<file path="config.mk">
export PLATFORM = sky130hd
export DESIGN_NAME = sac_adc_ctrl
export DESIGN_NICKNAME = d
export VERILOG_FILES = /design/src/sac_pkg.sv /design/src/sac_adc_ctrl.sv /design/src/sac_clk_div.sv /design/src/sac_sar_core.sv
export SDC_FILE = /design/constraint.sdc
export NUM_CORES = 1
export LEC_CHECK = 0
export BUFFER_PORTS_ARGS = -buffer_cell sky130_fd_sc_hd__buf_2
export CELL_PAD_IN_SITES_DETAIL_PLACEMENT = 0
export CELL_PAD_IN_SITES_GLOBAL_PLACEMENT = 1
export CORE_UTILIZATION = 45
export DETAILED_ROUTE_END_ITERATION = 10
export GPL_TIMING_DRIVEN = 0
export HOLD_SLACK_MARGIN = 0.08
export PLACE_DENSITY_LB_ADDON = 0.1
export SYNTH_ARGS = -nofsm -noshare
export SYNTH_HDL_FRONTEND = slang
export SYNTH_SLANG_ARGS = --single-unit
</file>
<file path="constraint.sdc">
create_clock -name sys_clk -period 2.6 [get_ports sys_clk]
set_clock_uncertainty 0.1 [all_clocks]
set_input_delay 0.26 -clock sys_clk [delete_from_list [all_inputs] [get_ports sys_clk]]
set_output_delay 0.26 -clock sys_clk [all_outputs]
set_load 0.005 [all_outputs]
</file>
<file path="src/sac_pkg.sv">
package sac_pkg;

  // ----------------------------------------------------------------
  // Bus and widths
  // ----------------------------------------------------------------
  localparam int        DATA_W  = 8;
  localparam int        ADDR_W  = 8;
  localparam int        RES_W   = 10;
  localparam int        BUS_MHZ = 125;

  // ----------------------------------------------------------------
  // Register offsets
  // ----------------------------------------------------------------
  localparam logic [7:0] STS_OFF  = 8'h00;
  localparam logic [7:0] RESH_OFF = 8'h01;
  localparam logic [7:0] RESL_OFF = 8'h02;
  localparam logic [7:0] CFG_OFF  = 8'h03;

  // ----------------------------------------------------------------
  // Field positions and reset values
  // ----------------------------------------------------------------
  localparam int         STS_FLAG_BIT = 7;
  localparam int         STS_IEN_BIT  = 6;
  localparam int         STS_CONT_BIT = 5;
  localparam int         CFG_LP_BIT   = 7;
  localparam int         CFG_DIV_LSB  = 5;
  localparam int         CFG_LSMP_BIT = 4;
  localparam int         CFG_MODE_LSB = 2;
  localparam int         CFG_ICLK_BIT = 1;
  localparam int         CFG_ACLK_BIT = 0;
  localparam logic [4:0] CH_OFF       = 5'h1f;
  localparam logic [7:0] STS_RST      = 8'h1f;
  localparam logic [7:0] CFG_RST      = 8'h00;
  localparam logic [1:0] MODE_8       = 2'h0;
  localparam logic [1:0] MODE_10      = 2'h1;
  localparam logic [9:0] SAR_MSB      = 10'h200;

  // ----------------------------------------------------------------
  // Conversion lengths in converter clocks
  // ----------------------------------------------------------------
  localparam logic [5:0] CONVERTER_CLOCK_8S     = 6'h10;
  localparam logic [5:0] CONVERTER_CLOCK_8L     = 6'h24;
  localparam logic [5:0] CONVERTER_CLOCK_10S    = 6'h13;
  localparam logic [5:0] CONVERTER_CLOCK_10L    = 6'h27;
  localparam logic [5:0] FIRST_EXTRA = 6'h02;
  localparam logic [5:0] SAR_STEPS   = 6'h0a;

  // ----------------------------------------------------------------
  // Timing of the internal asynchronous oscillator
  // ----------------------------------------------------------------
  localparam int ASYNC_START_NS = 5000;
  localparam int ASYNC_FAST_NS  = 512;
  localparam int ASYNC_SLOW_NS  = 1024;
  localparam int ASYNC_START_CYC = (ASYNC_START_NS * BUS_MHZ + 999) / 1000;
  localparam int ASYNC_FAST_CYC  = (ASYNC_FAST_NS * BUS_MHZ) / 1000;
  localparam int ASYNC_SLOW_CYC  = (ASYNC_SLOW_NS * BUS_MHZ) / 1000;

  // ----------------------------------------------------------------
  // Controller states, Gray coded along idle-warm-convert-transfer
  // ----------------------------------------------------------------
  typedef enum logic [1:0] {
    ST_IDLE = 2'b00,
    ST_WARM = 2'b01,
    ST_CONV = 2'b11,
    ST_XFER = 2'b10
  } sac_state_e;

endpackage : sac_pkg

</file>
<file path="src/sac_adc_ctrl.sv">
// Behaviour
// - Input at or above high reference gives all ones, at or below zero.
// - Ten-bit result spans both registers; eight-bit rounds into low only.
// - Completion moves result, sets flag, interrupts if enabled then.
// - Clock source: async if enabled, else bus or alternate by select.
// - Async clock runs only while converting with it; rate by low power.
// - Selected source is divided by 1, 2, 4 or 8 by the field.
// - Only the channel in the status register is converted.
// - Each conversion uses ten or eight bits per the mode field.
// - Status write with channel not all ones starts a conversion.
// - Software status writes start conversions; continuous repeats until abort.
// - Continuous mode restarts after every transfer until aborted.
// - Split ten-bit read blocks transfer, drops result, restarts.
// - Status write, config write, reset or stop without async abort.
// - Abort keeps last result; reset restores reset values.
// - Reset, or abort without a new start, drops to idle with clocks disabled at once.
// - Eight-bit short sample: 18 clocks first, 16 subsequent.
// - Eight-bit long sample: 38 clocks first, 36 subsequent.
// - Ten-bit short sample: 21 clocks first, 19 subsequent.
// - Ten-bit long sample: 41 clocks first, 39 subsequent.
// - Flag sets after every good conversion whatever interrupt enable.
// - No hardware trigger exists; only software and continuous starts.
// - Alternate clock source is four times the bus clock; here it ticks once per bus clock, like the bus source.
// - Results right justified, unused upper bits read zero.
`timescale 1ns/1ps
module sac_adc_ctrl (
  // Clock and reset
  input  wire logic                        sys_clk,
  input  wire logic                        resetn,
  // Register port
  input  wire logic [sac_pkg::ADDR_W-1:0]  regAddr,
  input  wire logic [sac_pkg::DATA_W-1:0]  regWdata,
  input  wire logic                        regWr,
  input  wire logic                        regRd,
  output logic      [sac_pkg::DATA_W-1:0]  regRdata,
  // Power mode
  input  wire logic                        stopMode,
  // Analog side
  output logic      [4:0]                  muxChannel,
  output logic                             sampleHold,
  output logic      [sac_pkg::RES_W-1:0]   dacCode,
  input  wire logic                        compHigh,
  // Status
  output logic                             asyncClockRun,
  output logic                             convBusy,
  output logic                             irqReq
);
  import sac_pkg::*;

  // ----------------------------------------------------------------
  // Declarations
  // ----------------------------------------------------------------
  sac_state_e state_reg;
  sac_state_e state_next;
  logic       ienBit_reg;
  logic       contEn_reg;
  logic [4:0] chSel_reg;
  logic       cfgLowPwr_reg;
  logic [1:0] cfgDiv_reg;
  logic       cfgLongSmp_reg;
  logic [1:0] cfgMode_reg;
  logic       cfgIclk_reg;
  logic       cfgAclk_reg;
  logic [1:0] resHigh_reg;
  logic [7:0] resLow_reg;
  logic       flag_reg;
  logic       highRead_reg;
  logic [5:0] remain_reg;
  logic [5:0] total_reg;
  logic [9:0] warmCnt_reg;
  logic [7:0] oscCnt_reg;
  logic [5:0] adckSeen_reg;
  logic       stsWr;
  logic       cfgWr;
  logic       resHRd;
  logic       resLRd;
  logic       tenBit;
  logic       startReq;
  logic       abortEv;
  logic       blocked;
  logic       xferOk;
  logic       loadConv;
  logic       fromXfer;
  logic       convDone;
  logic       sarStep;
  logic       oscTick;
  logic       srcTick;
  logic       adckTick;
  logic [5:0] baseLen;
  logic [10:0] roundSum;
  logic [7:0] round8;

  // ----------------------------------------------------------------
  // Register decode
  // ----------------------------------------------------------------
  assign stsWr    = regWr && regAddr == STS_OFF;
  assign cfgWr    = regWr && regAddr == CFG_OFF;
  assign resHRd   = regRd && regAddr == RESH_OFF;
  assign resLRd   = regRd && regAddr == RESL_OFF;
  assign tenBit   = cfgMode_reg == MODE_10;
  assign startReq = stsWr && regWdata[4:0] != CH_OFF;
  // Only software writes start work; there is no trigger input
  assign abortEv  = stsWr || cfgWr ||
                    (stopMode && !cfgAclk_reg && state_reg != ST_IDLE);

  // Status and control fields; a write also aborts and may restart
  always_ff @(posedge sys_clk) begin
    if (!resetn) begin
      ienBit_reg <= STS_RST[STS_IEN_BIT];
      contEn_reg <= STS_RST[STS_CONT_BIT];
      chSel_reg  <= STS_RST[4:0];
    end else if (stsWr) begin
      ienBit_reg <= regWdata[STS_IEN_BIT];
      contEn_reg <= regWdata[STS_CONT_BIT];
      chSel_reg  <= regWdata[4:0];
    end
  end

  // Clock, sample length and mode configuration fields
  always_ff @(posedge sys_clk) begin
    if (!resetn) begin
      cfgLowPwr_reg  <= CFG_RST[CFG_LP_BIT];
      cfgDiv_reg     <= CFG_RST[CFG_DIV_LSB +: 2];
      cfgLongSmp_reg <= CFG_RST[CFG_LSMP_BIT];
      cfgMode_reg    <= CFG_RST[CFG_MODE_LSB +: 2];
      cfgIclk_reg    <= CFG_RST[CFG_ICLK_BIT];
      cfgAclk_reg    <= CFG_RST[CFG_ACLK_BIT];
    end else if (cfgWr) begin
      cfgLowPwr_reg  <= regWdata[CFG_LP_BIT];
      cfgDiv_reg     <= regWdata[CFG_DIV_LSB +: 2];
      cfgLongSmp_reg <= regWdata[CFG_LSMP_BIT];
      cfgMode_reg    <= regWdata[CFG_MODE_LSB +: 2];
      cfgIclk_reg    <= regWdata[CFG_ICLK_BIT];
      cfgAclk_reg    <= regWdata[CFG_ACLK_BIT];
    end
  end

  // Read data stand one cycle after the strobe; unmapped reads zero
  always_ff @(posedge sys_clk) begin
    if (!resetn) begin
      regRdata <= 8'h00;
    end else if (regRd) begin
      case (regAddr)
        STS_OFF:  regRdata <= {flag_reg, ienBit_reg, contEn_reg, chSel_reg};
        RESH_OFF: regRdata <= {6'h00, resHigh_reg};
        RESL_OFF: regRdata <= resLow_reg;
        CFG_OFF:  regRdata <= {cfgLowPwr_reg, cfgDiv_reg, cfgLongSmp_reg,
                               cfgMode_reg, cfgIclk_reg, cfgAclk_reg};
        default:  regRdata <= 8'h00;
      endcase
    end else begin
      regRdata <= 8'h00;
    end
  end

  // ----------------------------------------------------------------
  // Converter clock source
  // ----------------------------------------------------------------
  // Internal oscillator modelled as a tick every 64 or 128 bus clocks
  always_ff @(posedge sys_clk) begin
    if (!resetn || !asyncClockRun) begin
      oscCnt_reg <= 8'h00;
    end else if (oscCnt_reg == 8'h00) begin
      oscCnt_reg <= cfgLowPwr_reg ? 8'(ASYNC_SLOW_CYC - 1)
                                  : 8'(ASYNC_FAST_CYC - 1);
    end else begin
      oscCnt_reg <= oscCnt_reg - 8'h01;
    end
  end
  assign oscTick = asyncClockRun && oscCnt_reg == 8'h00;

  // Bus and alternate sources both tick every cycle here: the fourfold
  // alternate clock cannot be faster than the one clock this block has
  assign srcTick = cfgAclk_reg ? oscTick
                 : (cfgIclk_reg ? 1'b1 : 1'b1);

  sac_clk_div u_div (
    .sys_clk  (sys_clk),
    .resetn   (resetn),
    .run      (state_reg == ST_CONV),
    .srcTick  (srcTick),
    .divSel   (cfgDiv_reg),
    .adckTick (adckTick)
  );

  // ----------------------------------------------------------------
  // Conversion sequencer
  // ----------------------------------------------------------------
  assign blocked  = tenBit && highRead_reg;
  assign xferOk   = state_reg == ST_XFER && !blocked && !abortEv;
  assign convDone = state_reg == ST_CONV && adckTick &&
                    remain_reg == 6'h01;
  assign sarStep  = state_reg == ST_CONV && adckTick &&
                    remain_reg <= SAR_STEPS;
  assign fromXfer = state_reg == ST_XFER && !blocked && !abortEv;
  assign loadConv = state_next == ST_CONV &&
                    (state_reg != ST_CONV || abortEv);

  // Next state; an abort wins over everything and drops to idle unless a status write starts anew
  always_comb begin
    state_next = state_reg;
    case (state_reg)
      ST_IDLE: state_next = ST_IDLE;
      ST_WARM: if (warmCnt_reg == 10'h000) begin
        state_next = ST_CONV;
      end
      ST_CONV: if (convDone) begin
        state_next = ST_XFER;
      end
      ST_XFER: if (blocked || contEn_reg) begin
        state_next = ST_CONV;
      end else begin
        state_next = ST_IDLE;
      end
      default: state_next = ST_IDLE;
    endcase
    if (abortEv) begin
      if (startReq && cfgAclk_reg && !asyncClockRun) begin
        state_next = ST_WARM;
      end else if (startReq) begin
        state_next = ST_CONV;
      end else begin
        state_next = ST_IDLE;
      end
    end
  end

  always_ff @(posedge sys_clk) begin
    if (!resetn) begin
      state_reg <= ST_IDLE;
    end else begin
      state_reg <= state_next;
    end
  end

  // Oscillator start-up allowance before the first async conversion
  always_ff @(posedge sys_clk) begin
    if (!resetn) begin
      warmCnt_reg <= 10'h000;
    end else if (state_next == ST_WARM && state_reg != ST_WARM) begin
      warmCnt_reg <= 10'(ASYNC_START_CYC - 1);
    end else if (warmCnt_reg != 10'h000) begin
      warmCnt_reg <= warmCnt_reg - 10'h001;
    end
  end

  // Length in converter clocks; a first conversion takes two more
  always_comb begin
    case ({tenBit, cfgLongSmp_reg})
      2'b00:   baseLen = CONVERTER_CLOCK_8S;
      2'b01:   baseLen = CONVERTER_CLOCK_8L;
      2'b10:   baseLen = CONVERTER_CLOCK_10S;
      2'b11:   baseLen = CONVERTER_CLOCK_10L;
      default: baseLen = CONVERTER_CLOCK_8S;
    endcase
  end

  always_ff @(posedge sys_clk) begin
    if (!resetn) begin
      remain_reg <= 6'h00;
      total_reg  <= 6'h00;
    end else if (loadConv) begin
      remain_reg <= fromXfer ? baseLen : baseLen + FIRST_EXTRA;
      total_reg  <= fromXfer ? baseLen : baseLen + FIRST_EXTRA;
    end else if (state_reg == ST_CONV && adckTick) begin
      remain_reg <= remain_reg - 6'h01;
    end
  end

  // Channel is latched at start so it cannot move mid-conversion
  always_ff @(posedge sys_clk) begin
    if (!resetn) begin
      muxChannel    <= STS_RST[4:0];
      sampleHold    <= 1'b0;
      asyncClockRun <= 1'b0;
      convBusy      <= 1'b0;
    end else begin
      if (loadConv) begin
        muxChannel <= stsWr ? regWdata[4:0] : chSel_reg;
      end
      sampleHold    <= state_next == ST_CONV && !sarStep &&
                       (loadConv || remain_reg > SAR_STEPS);
      asyncClockRun <= cfgAclk_reg && state_next != ST_IDLE;
      convBusy      <= state_next != ST_IDLE;
    end
  end

  sac_sar_core u_sar (
    .sys_clk   (sys_clk),
    .resetn    (resetn),
    .load      (loadConv),
    .step      (sarStep),
    .compHigh  (compHigh),
    .trialCode (dacCode)
  );

  // ----------------------------------------------------------------
  // Result transfer, flag and interrupt
  // ----------------------------------------------------------------
  // Round to nearest and saturate at all ones
  assign roundSum = {1'b0, dacCode} + 11'h002;
  assign round8   = roundSum[10] ? 8'hff : roundSum[9:2];

  // Results move only on a clean transfer; aborts leave them alone
  always_ff @(posedge sys_clk) begin
    if (!resetn) begin
      resHigh_reg <= 2'h0;
      resLow_reg  <= 8'h00;
    end else if (xferOk) begin
      if (tenBit) begin
        resHigh_reg <= dacCode[9:8];
        resLow_reg  <= dacCode[7:0];
      end else begin
        resHigh_reg <= 2'h0;
        resLow_reg  <= round8;
      end
    end
  end

  // Split-read tracker: high read opens, low read closes
  always_ff @(posedge sys_clk) begin
    if (!resetn) begin
      highRead_reg <= 1'b0;
    end else if (resHRd && tenBit) begin
      highRead_reg <= 1'b1;
    end else if (resLRd) begin
      highRead_reg <= 1'b0;
    end
  end

  // Flag and interrupt: a transfer in the clearing cycle still sets
  always_ff @(posedge sys_clk) begin
    if (!resetn) begin
      flag_reg <= 1'b0;
      irqReq   <= 1'b0;
    end else if (xferOk) begin
      flag_reg <= 1'b1;
      irqReq   <= ienBit_reg;
    end else if (stsWr || resLRd) begin
      flag_reg <= 1'b0;
      irqReq   <= 1'b0;
    end
  end

  // Helper for checks: converter clocks seen in the current run
  always_ff @(posedge sys_clk) begin
    if (!resetn || loadConv) begin
      adckSeen_reg <= 6'h00;
    end else if (state_reg == ST_CONV && adckTick) begin
      adckSeen_reg <= adckSeen_reg + 6'h01;
    end
  end
endmodule : sac_adc_ctrl

</file>
<file path="src/sac_clk_div.sv">
`timescale 1ns/1ps
module sac_clk_div (
  // Clock and reset
  input  wire logic       sys_clk,
  input  wire logic       resetn,
  // Control
  input  wire logic       run,
  input  wire logic       srcTick,
  input  wire logic [1:0] divSel,
  // Converter clock tick
  output logic            adckTick
);
  import sac_pkg::*;

  logic [2:0] divCnt_reg;
  logic [2:0] divLast;

  // Ratio 1, 2, 4 or 8 from the two-bit field
  assign divLast = 3'((4'h1 << divSel) - 4'h1);

  // Count source ticks; divider is held cleared whenever the state is not convert
  always_ff @(posedge sys_clk) begin
    if (!resetn || !run) begin
      divCnt_reg <= 3'h0;
      adckTick   <= 1'b0;
    end else begin
      adckTick <= 1'b0;
      if (srcTick) begin
        if (divCnt_reg == divLast) begin
          divCnt_reg <= 3'h0;
          adckTick   <= 1'b1;
        end else begin
          divCnt_reg <= divCnt_reg + 3'h1;
        end
      end
    end
  end
endmodule : sac_clk_div

</file>
<file path="src/sac_sar_core.sv">
`timescale 1ns/1ps
module sac_sar_core (
  // Clock and reset
  input  wire logic       sys_clk,
  input  wire logic       resetn,
  // Sequencing
  input  wire logic       load,
  input  wire logic       step,
  input  wire logic       compHigh,
  // Trial code to the comparator, final after ten steps
  output logic [9:0]      trialCode
);
  import sac_pkg::*;

  logic [9:0] bitMask_reg;

  // One bit decided per step, MSB first; a stuck-high comparator
  // walks to all ones and a stuck-low one to zero
  always_ff @(posedge sys_clk) begin
    if (!resetn) begin
      trialCode   <= 10'h000;
      bitMask_reg <= 10'h000;
    end else if (load) begin
      trialCode   <= SAR_MSB;
      bitMask_reg <= SAR_MSB;
    end else if (step && bitMask_reg != 10'h000) begin
      if (compHigh) begin
        trialCode <= trialCode | (bitMask_reg >> 1);
      end else begin
        trialCode <= (trialCode & ~bitMask_reg) | (bitMask_reg >> 1);
      end
      bitMask_reg <= bitMask_reg >> 1;
    end
  end

endmodule : sac_sar_core

</file>
* Word level (Yosys, flattened, before mapping)
Cells that the tools add are included.
** Storage, ports and cells
- Register bits after elaboration :: 94
- Output and inout bits :: 27
- Input port bits :: 22
- Word-level logic and storage cells :: 152
** Cells by class
- Add/subtract/negate cells :: 7
- Reductions and logical operators :: 56
- Shift operators :: 1
- Bitwise operators :: 6
- Equality and inequality tests :: 17
- Order comparisons :: 2
- Mux-type cells :: 33
** Operators with widths (count)
- 10-bit 2-to-1 mux :: 7
- 8-bit case mux with 4 select lines :: 1
- 8-bit 2-to-1 mux :: 3
- 6-bit case mux with 4 select lines :: 1
- 1-bit logical AND :: 23
- 10-bit by 9-bit bitwise OR with 10-bit output :: 2
- 10-bit nonzero test :: 2
- 6-bit 2-to-1 mux :: 3
- 8-bit by 2-bit == test with 1-bit output (second input constant) :: 2
- 8-bit logical NOT :: 2
- 2-bit 2-to-1 mux :: 7
- 2-bit nonzero test :: 7
- 10-bit by 2-bit adder with 11-bit output (second input constant) :: 1
- 10-bit bitwise AND :: 1
- 2-bit == test (second input constant) :: 5
- 10-bit logical NOT :: 1
- 10-bit inverter :: 1
- 10-bit by 1-bit subtractor with 10-bit output (second input constant) :: 1
- 2-bit by 1-bit == test with 1-bit output (second input constant) :: 4
- 8-bit by 1-bit == test with 1-bit output (second input constant) :: 1
- 1-bit logical OR :: 8
- 2-bit case mux with 4 select lines :: 1
- 8-bit by 1-bit subtractor with 8-bit output (second input constant) :: 1
- 1-bit logical NOT :: 7
- other kinds (20) :: 30

* Depth between registers and ports, before layout
- Word-level depth :: 11
- Depth in mapped cells :: 9
- Mapped depth without buffers :: 7

* By module
From an unflattened synthesis, not the netlist that was laid out.
** Second synthesis, totals
- Cell total of the unflattened synthesis :: 499
- Area total of the unflattened synthesis :: 4450.5 um2
** By module, submodules not included
- sac_adc_ctrl :: instances 1, area an instance 3457.1 um2, cells each 394
- sac_sar_core :: instances 1, area an instance 777.0 um2, cells each 84
- sac_clk_div :: instances 1, area an instance 216.5 um2, cells each 21

* Worst setup path after synthesis
No wires, ideal clock.
- Path kind :: register to register
- Start :: reg warmCnt_reg[0]
- End :: reg muxChannel[0]
- Setup slack :: 0.559 ns
- Data arrival time :: 1.820 ns
- Required time :: 2.379 ns
- Period minus slack after synthesis :: 2.041 ns
- Stages on the path, launching flop included :: 10
- Buffers on the path :: 2
- Cells stage by stage :: dfxtp_1 inv_1 ha_1 nor3b_1 and3_1 buf_6 o2111ai_4 a21o_1 buf_6 mux2_4
** Between the ends
- Cells in the longest elaborated chain, start to end :: 6
** RTL lines
- start: declaration :: RTL line sac_adc_ctrl.sv:70 : logic [9:0] warmCnt_reg;
- start signal: assignment :: RTL line sac_adc_ctrl.sv:241 : warmCnt_reg <= 10'(ASYNC_START_CYC - 1);
- start signal: assignment :: RTL line sac_adc_ctrl.sv:243 : warmCnt_reg <= warmCnt_reg - 10'h001;
- 10-bit logical NOT :: RTL line sac_adc_ctrl.sv:204 : ST_WARM: if (warmCnt_reg == 10'h000) begin
- 2-bit 2-to-1 mux :: RTL line sac_adc_ctrl.sv:204
- 2-bit case mux with 4 select lines :: RTL line sac_adc_ctrl.sv:202 : case (state_reg)
- 2-bit 2-to-1 mux :: RTL line sac_adc_ctrl.sv:217 : if (abortEv) begin
- 2-bit == test :: RTL line sac_adc_ctrl.sv:196 : assign loadConv = state_next == ST_CONV &&
- 1-bit logical AND :: RTL line sac_adc_ctrl.sv:196
- end signal: assignment :: RTL line sac_adc_ctrl.sv:273 : muxChannel <= STS_RST[4:0];
- end signal: assignment :: RTL line sac_adc_ctrl.sv:279 : muxChannel <= stsWr ? regWdata[4:0] : chSel_reg;
- end: declaration :: RTL line sac_adc_ctrl.sv:39 : output logic [4:0] muxChannel,
Every way passes these cells.
A chain may end at the register's enable or synchronous reset.

* Worst setup path after layout
- Start :: reg warmCnt_reg[0]
- End :: reg remain_reg[1]
** Between the ends
- Cells in the longest elaborated chain, start to end :: 7
** RTL lines
- 10-bit logical NOT (*) :: RTL line sac_adc_ctrl.sv:204
- 2-bit 2-to-1 mux (*) :: RTL line sac_adc_ctrl.sv:204
- 2-bit case mux with 4 select lines (*) :: RTL line sac_adc_ctrl.sv:202
- 2-bit 2-to-1 mux (*) :: RTL line sac_adc_ctrl.sv:217
- 2-bit == test (*) :: RTL line sac_adc_ctrl.sv:196
- 1-bit logical AND (*) :: RTL line sac_adc_ctrl.sv:196
- 6-bit 2-to-1 mux / 2-bit nonzero test (equally long branches)
- end signal: assignment :: RTL line sac_adc_ctrl.sv:263 : remain_reg <= fromXfer ? baseLen : baseLen + FIRST_EXTRA;
- end signal: assignment :: RTL line sac_adc_ctrl.sv:266 : remain_reg <= remain_reg - 6'h01;
- end: declaration :: RTL line sac_adc_ctrl.sv:68 : logic [5:0] remain_reg;
Every way passes the cells marked *; elsewhere a longest branch is shown, timed or not.

==> results_dict.tcl <==
set metrics [dict create \
    wire_per_inst_um 15.6 \
    syn_area_um2 4580 \
    switchingPower_w 0.000917 \
    antenna_found_initial 0 \
    wl_mm 11.3 \
    netSwitchingFraction_pct 28.7 \
    synth_nets 557 \
    clock_latency_ns 0.36 \
    cts-buffers-inserted 9 \
    fin_setup_tns_ns 0 \
    rsz0062_at_grt "no" \
    cp.required_ns 2.79 \
    start_util_pct 46.7 \
    syn_area_per_cell_um2 8.78 \
    vias 3926 \
    dieArea_um2 10600 \
    drv_slew 0 \
    worstSetupStartpointType "flip-flop" \
    first_global_vias 3673 \
    place_hpwl_mm 8.52 \
    htreeDepth 3 \
    synth_cell_types 58 \
    slew_headroom_pct 57.9 \
    p_per_area_nw_per_um2 607 \
    p_clk_share_pct 32.1 \
    clock-sinks 94 \
    drc 0 \
    grt_max_degree 18 \
    detail_route.iter0.violations 183 \
    synth-edff-count 0 \
    peakVddDrop_v 0.000610 \
    hold_violations 0 \
    endpoint_kind "flip-flop" \
    dr.pass1.iters 5 \
    synth_seq_cells 94 \
    layout-drive-gt1-share_pct 16.0 \
    dp_slack_ns 0.303 \
    yosys_warnings 0 \
    path_clk_slew_ns 0.10 \
    die_w_um 103 \
    power_frac_seq_pct 49.8 \
    grt_pass1_wl_mm 18.5 \
    worstPathArrival_ns 2.42 \
    syn_to_final_growth_pct 14.9 \
    setup_violations 0 \
    portBuffers 47 \
    netlist_instances 522 \
    fin_ws_ns 0.362 \
    cts-root-buf "clkbuf_8" \
    ctsHoldBuffers 7 \
    worstSetupPathType "flip-flop to flip-flop" \
    row_count 36 \
    finalCritPeriodShare_pct 86.1 \
    status "finished clean" \
    hold_class "input pin to flip-flop" \
    die-height_um 103 \
    ys.flop_type "dfxtp_1" \
    synthArstFlopShare_pct 0 \
    maxCapViolCount 0 \
    yosysSeqAreaShare_pct 41.1 \
    post-route-min-period_ns 2.24 \
    antennaDiodeCount 0 \
    worst_pin_slew_ns 0.631 \
    power.internal_w 0.00228 \
    p_leak_nw 2.10 \
    vias_per_cell 5.42 \
    tritoncts "yes" \
    io_pins 49 \
    timing.fmax_ghz 0.447 \
    coreArea_um2 9820 \
    grt_usage_pct 22.8 \
    clk_path_buf_depth 2 \
    ant_nets 0 \
    final_nets 622 \
    critPathMaxFanout 10 \
    gp_congestion 0.848 \
    post_cts_buffers 0 \
    p_comb_share_pct 18.0 \
    postCtsResizedCells 0 \
    grt_overflow 0 \
]
==> cell families after synthesis <==
| logic type | Yosys count | synth area share [%] |
|---|---|---|
| DFF | 94 | 41.1 |
| and+or+nand+nor | 207 | 22.7 |
| buffers and inverters | 45 | 4.31 |
| xor gates and xnor gates | 21 | 4.01 |
| AOI/OAI and AO/OA | 113 | 16.5 |
| adders and majority gates | 13 | 3.55 |
| muxes | 29 | 7.78 |
==> power groups by stage <==
stage	sequential, W	combinational (W)	clock [W]
after global placement	0.00162	0.000560	0
final	0.00159	0.000577	0.00103
after CTS	0.00159	0.000583	0.00106
after floorplan	0.00161	0.000459	0
after global routing	0.00160	0.000666	0.00112
after detailed placement	0.00162	0.000571	0
==> synth_stat cells, types with 2 or more instances <==
master	n	area, um2
a21oi_1	39	195
xor2_1	9	78.8
nor4b_1	4	35.0
or2_2	2	12.5
dfxtp_1	94	1880
mux4_1	2	52.6
a22oi_1	6	45.0
a211o_1	5	43.8
nor3b_1	3	22.5
nor2_1	45	169
and3_1	8	50.1
o211ai_1	4	30.0
a211oi_1	24	180
o21a_1	2	15.0
nand3_1	27	135
mux2i_1	15	150
nand2_1	65	244
inv_1	22	82.6
clkbuf_1	14	52.6
nand4_1	5	31.3
buf_6	3	33.8
mux2_4	5	75.1
o31ai_1	2	15.0
nand2b_1	6	37.5
or3_1	5	31.3
nor2b_1	7	43.8
nand3b_1	2	15.0
o21ai_0	14	70.1
mux2_2	7	78.8
xnor2_1	12	105
nor4_4	2	42.5
a32o_1	2	20.0
nor4_1	4	25.0
nor3_1	14	70.1
ha_1	13	163
a21o_1	2	15.0
a31oi_1	2	12.5
buf_2	5	25.0
==> worst paths after layout <==
check	from	to	slack (ns)	depth (start not counted)
setup / recovery	warmCnt_reg[0]	remain_reg[1]	0.36	9
setup reg to reg	warmCnt_reg[0]	remain_reg[1]	0.36	9
hold / removal	regWdata[4]	cfgLongSmp_reg	0.1	3
hold reg to reg	resLow_reg[1]	resLow_reg[1]	0.36	2
==> critical path, stage by stage, from the launching register on <==
cell and delay, ns:
dfxtp_1 0.32, inv_1 0.10, ha_1 0.17, nor3b_1 0.24
and3_1 0.20, buf_6 0.14, o2111ai_4 0.17, a21oi_1 0.21
buf_2 0.28, mux2i_1 0.22
==> final cells by class <==
class | instances | area [um2]
Buffer | 23 | 115
Timing Repair Buffer | 54 | 305
Sequential cell | 94 | 1880
Fill cell | 988 | 4550
Multi-Input combinational cell | 383 | 2500
Clock inverter | 6 | 75.1
Clock buffer | 10 | 138
Inverter | 22 | 82.6
Tap cell | 133 | 166
==> metrics by stage <==
| stage | hold WS, ns | cells | util (%) | total power, W | instance area, um2 |
|---|---|---|---|---|---|
| global placement | 0.335 | 702 | 50.8 | 0.00218 | 4980 |
| floorplan | 0.296 | 522 | - | 0.00207 | 4580 |
| global route | 0.118 | 725 | 53.6 | 0.00339 | 5270 |
| CTS | 0.0877 | 725 | 53.6 | 0.00323 | 5270 |
| detailed placement | 0.351 | 702 | 50.8 | 0.00220 | 4980 |
| finish | 0.0978 | 725 | 53.6 | 0.00320 | 5270 |
==> layout by cell type, fill, tap and decap left out, types with 14 or more instances in the layout <==
cell,n
nand3_1,27
clkbuf_1,14
o21ai_0,14
a21oi_1,39
dfxtp_1,94
inv_1,22
buf_2,52
a211oi_1,24
nor2_1,45
mux2i_1,15
nor3_1,14
nand2_1,65
==> metal layers <==
metal,up-vias,track usage (%),wire [um]
met5,-,0,0
met4,0,5.63,144
met3,10,4.75,445
met2,106,37.0,5050
met1,1804,31.0,5660
li1,2006,-,-
(Power assumes the default switching activity.)
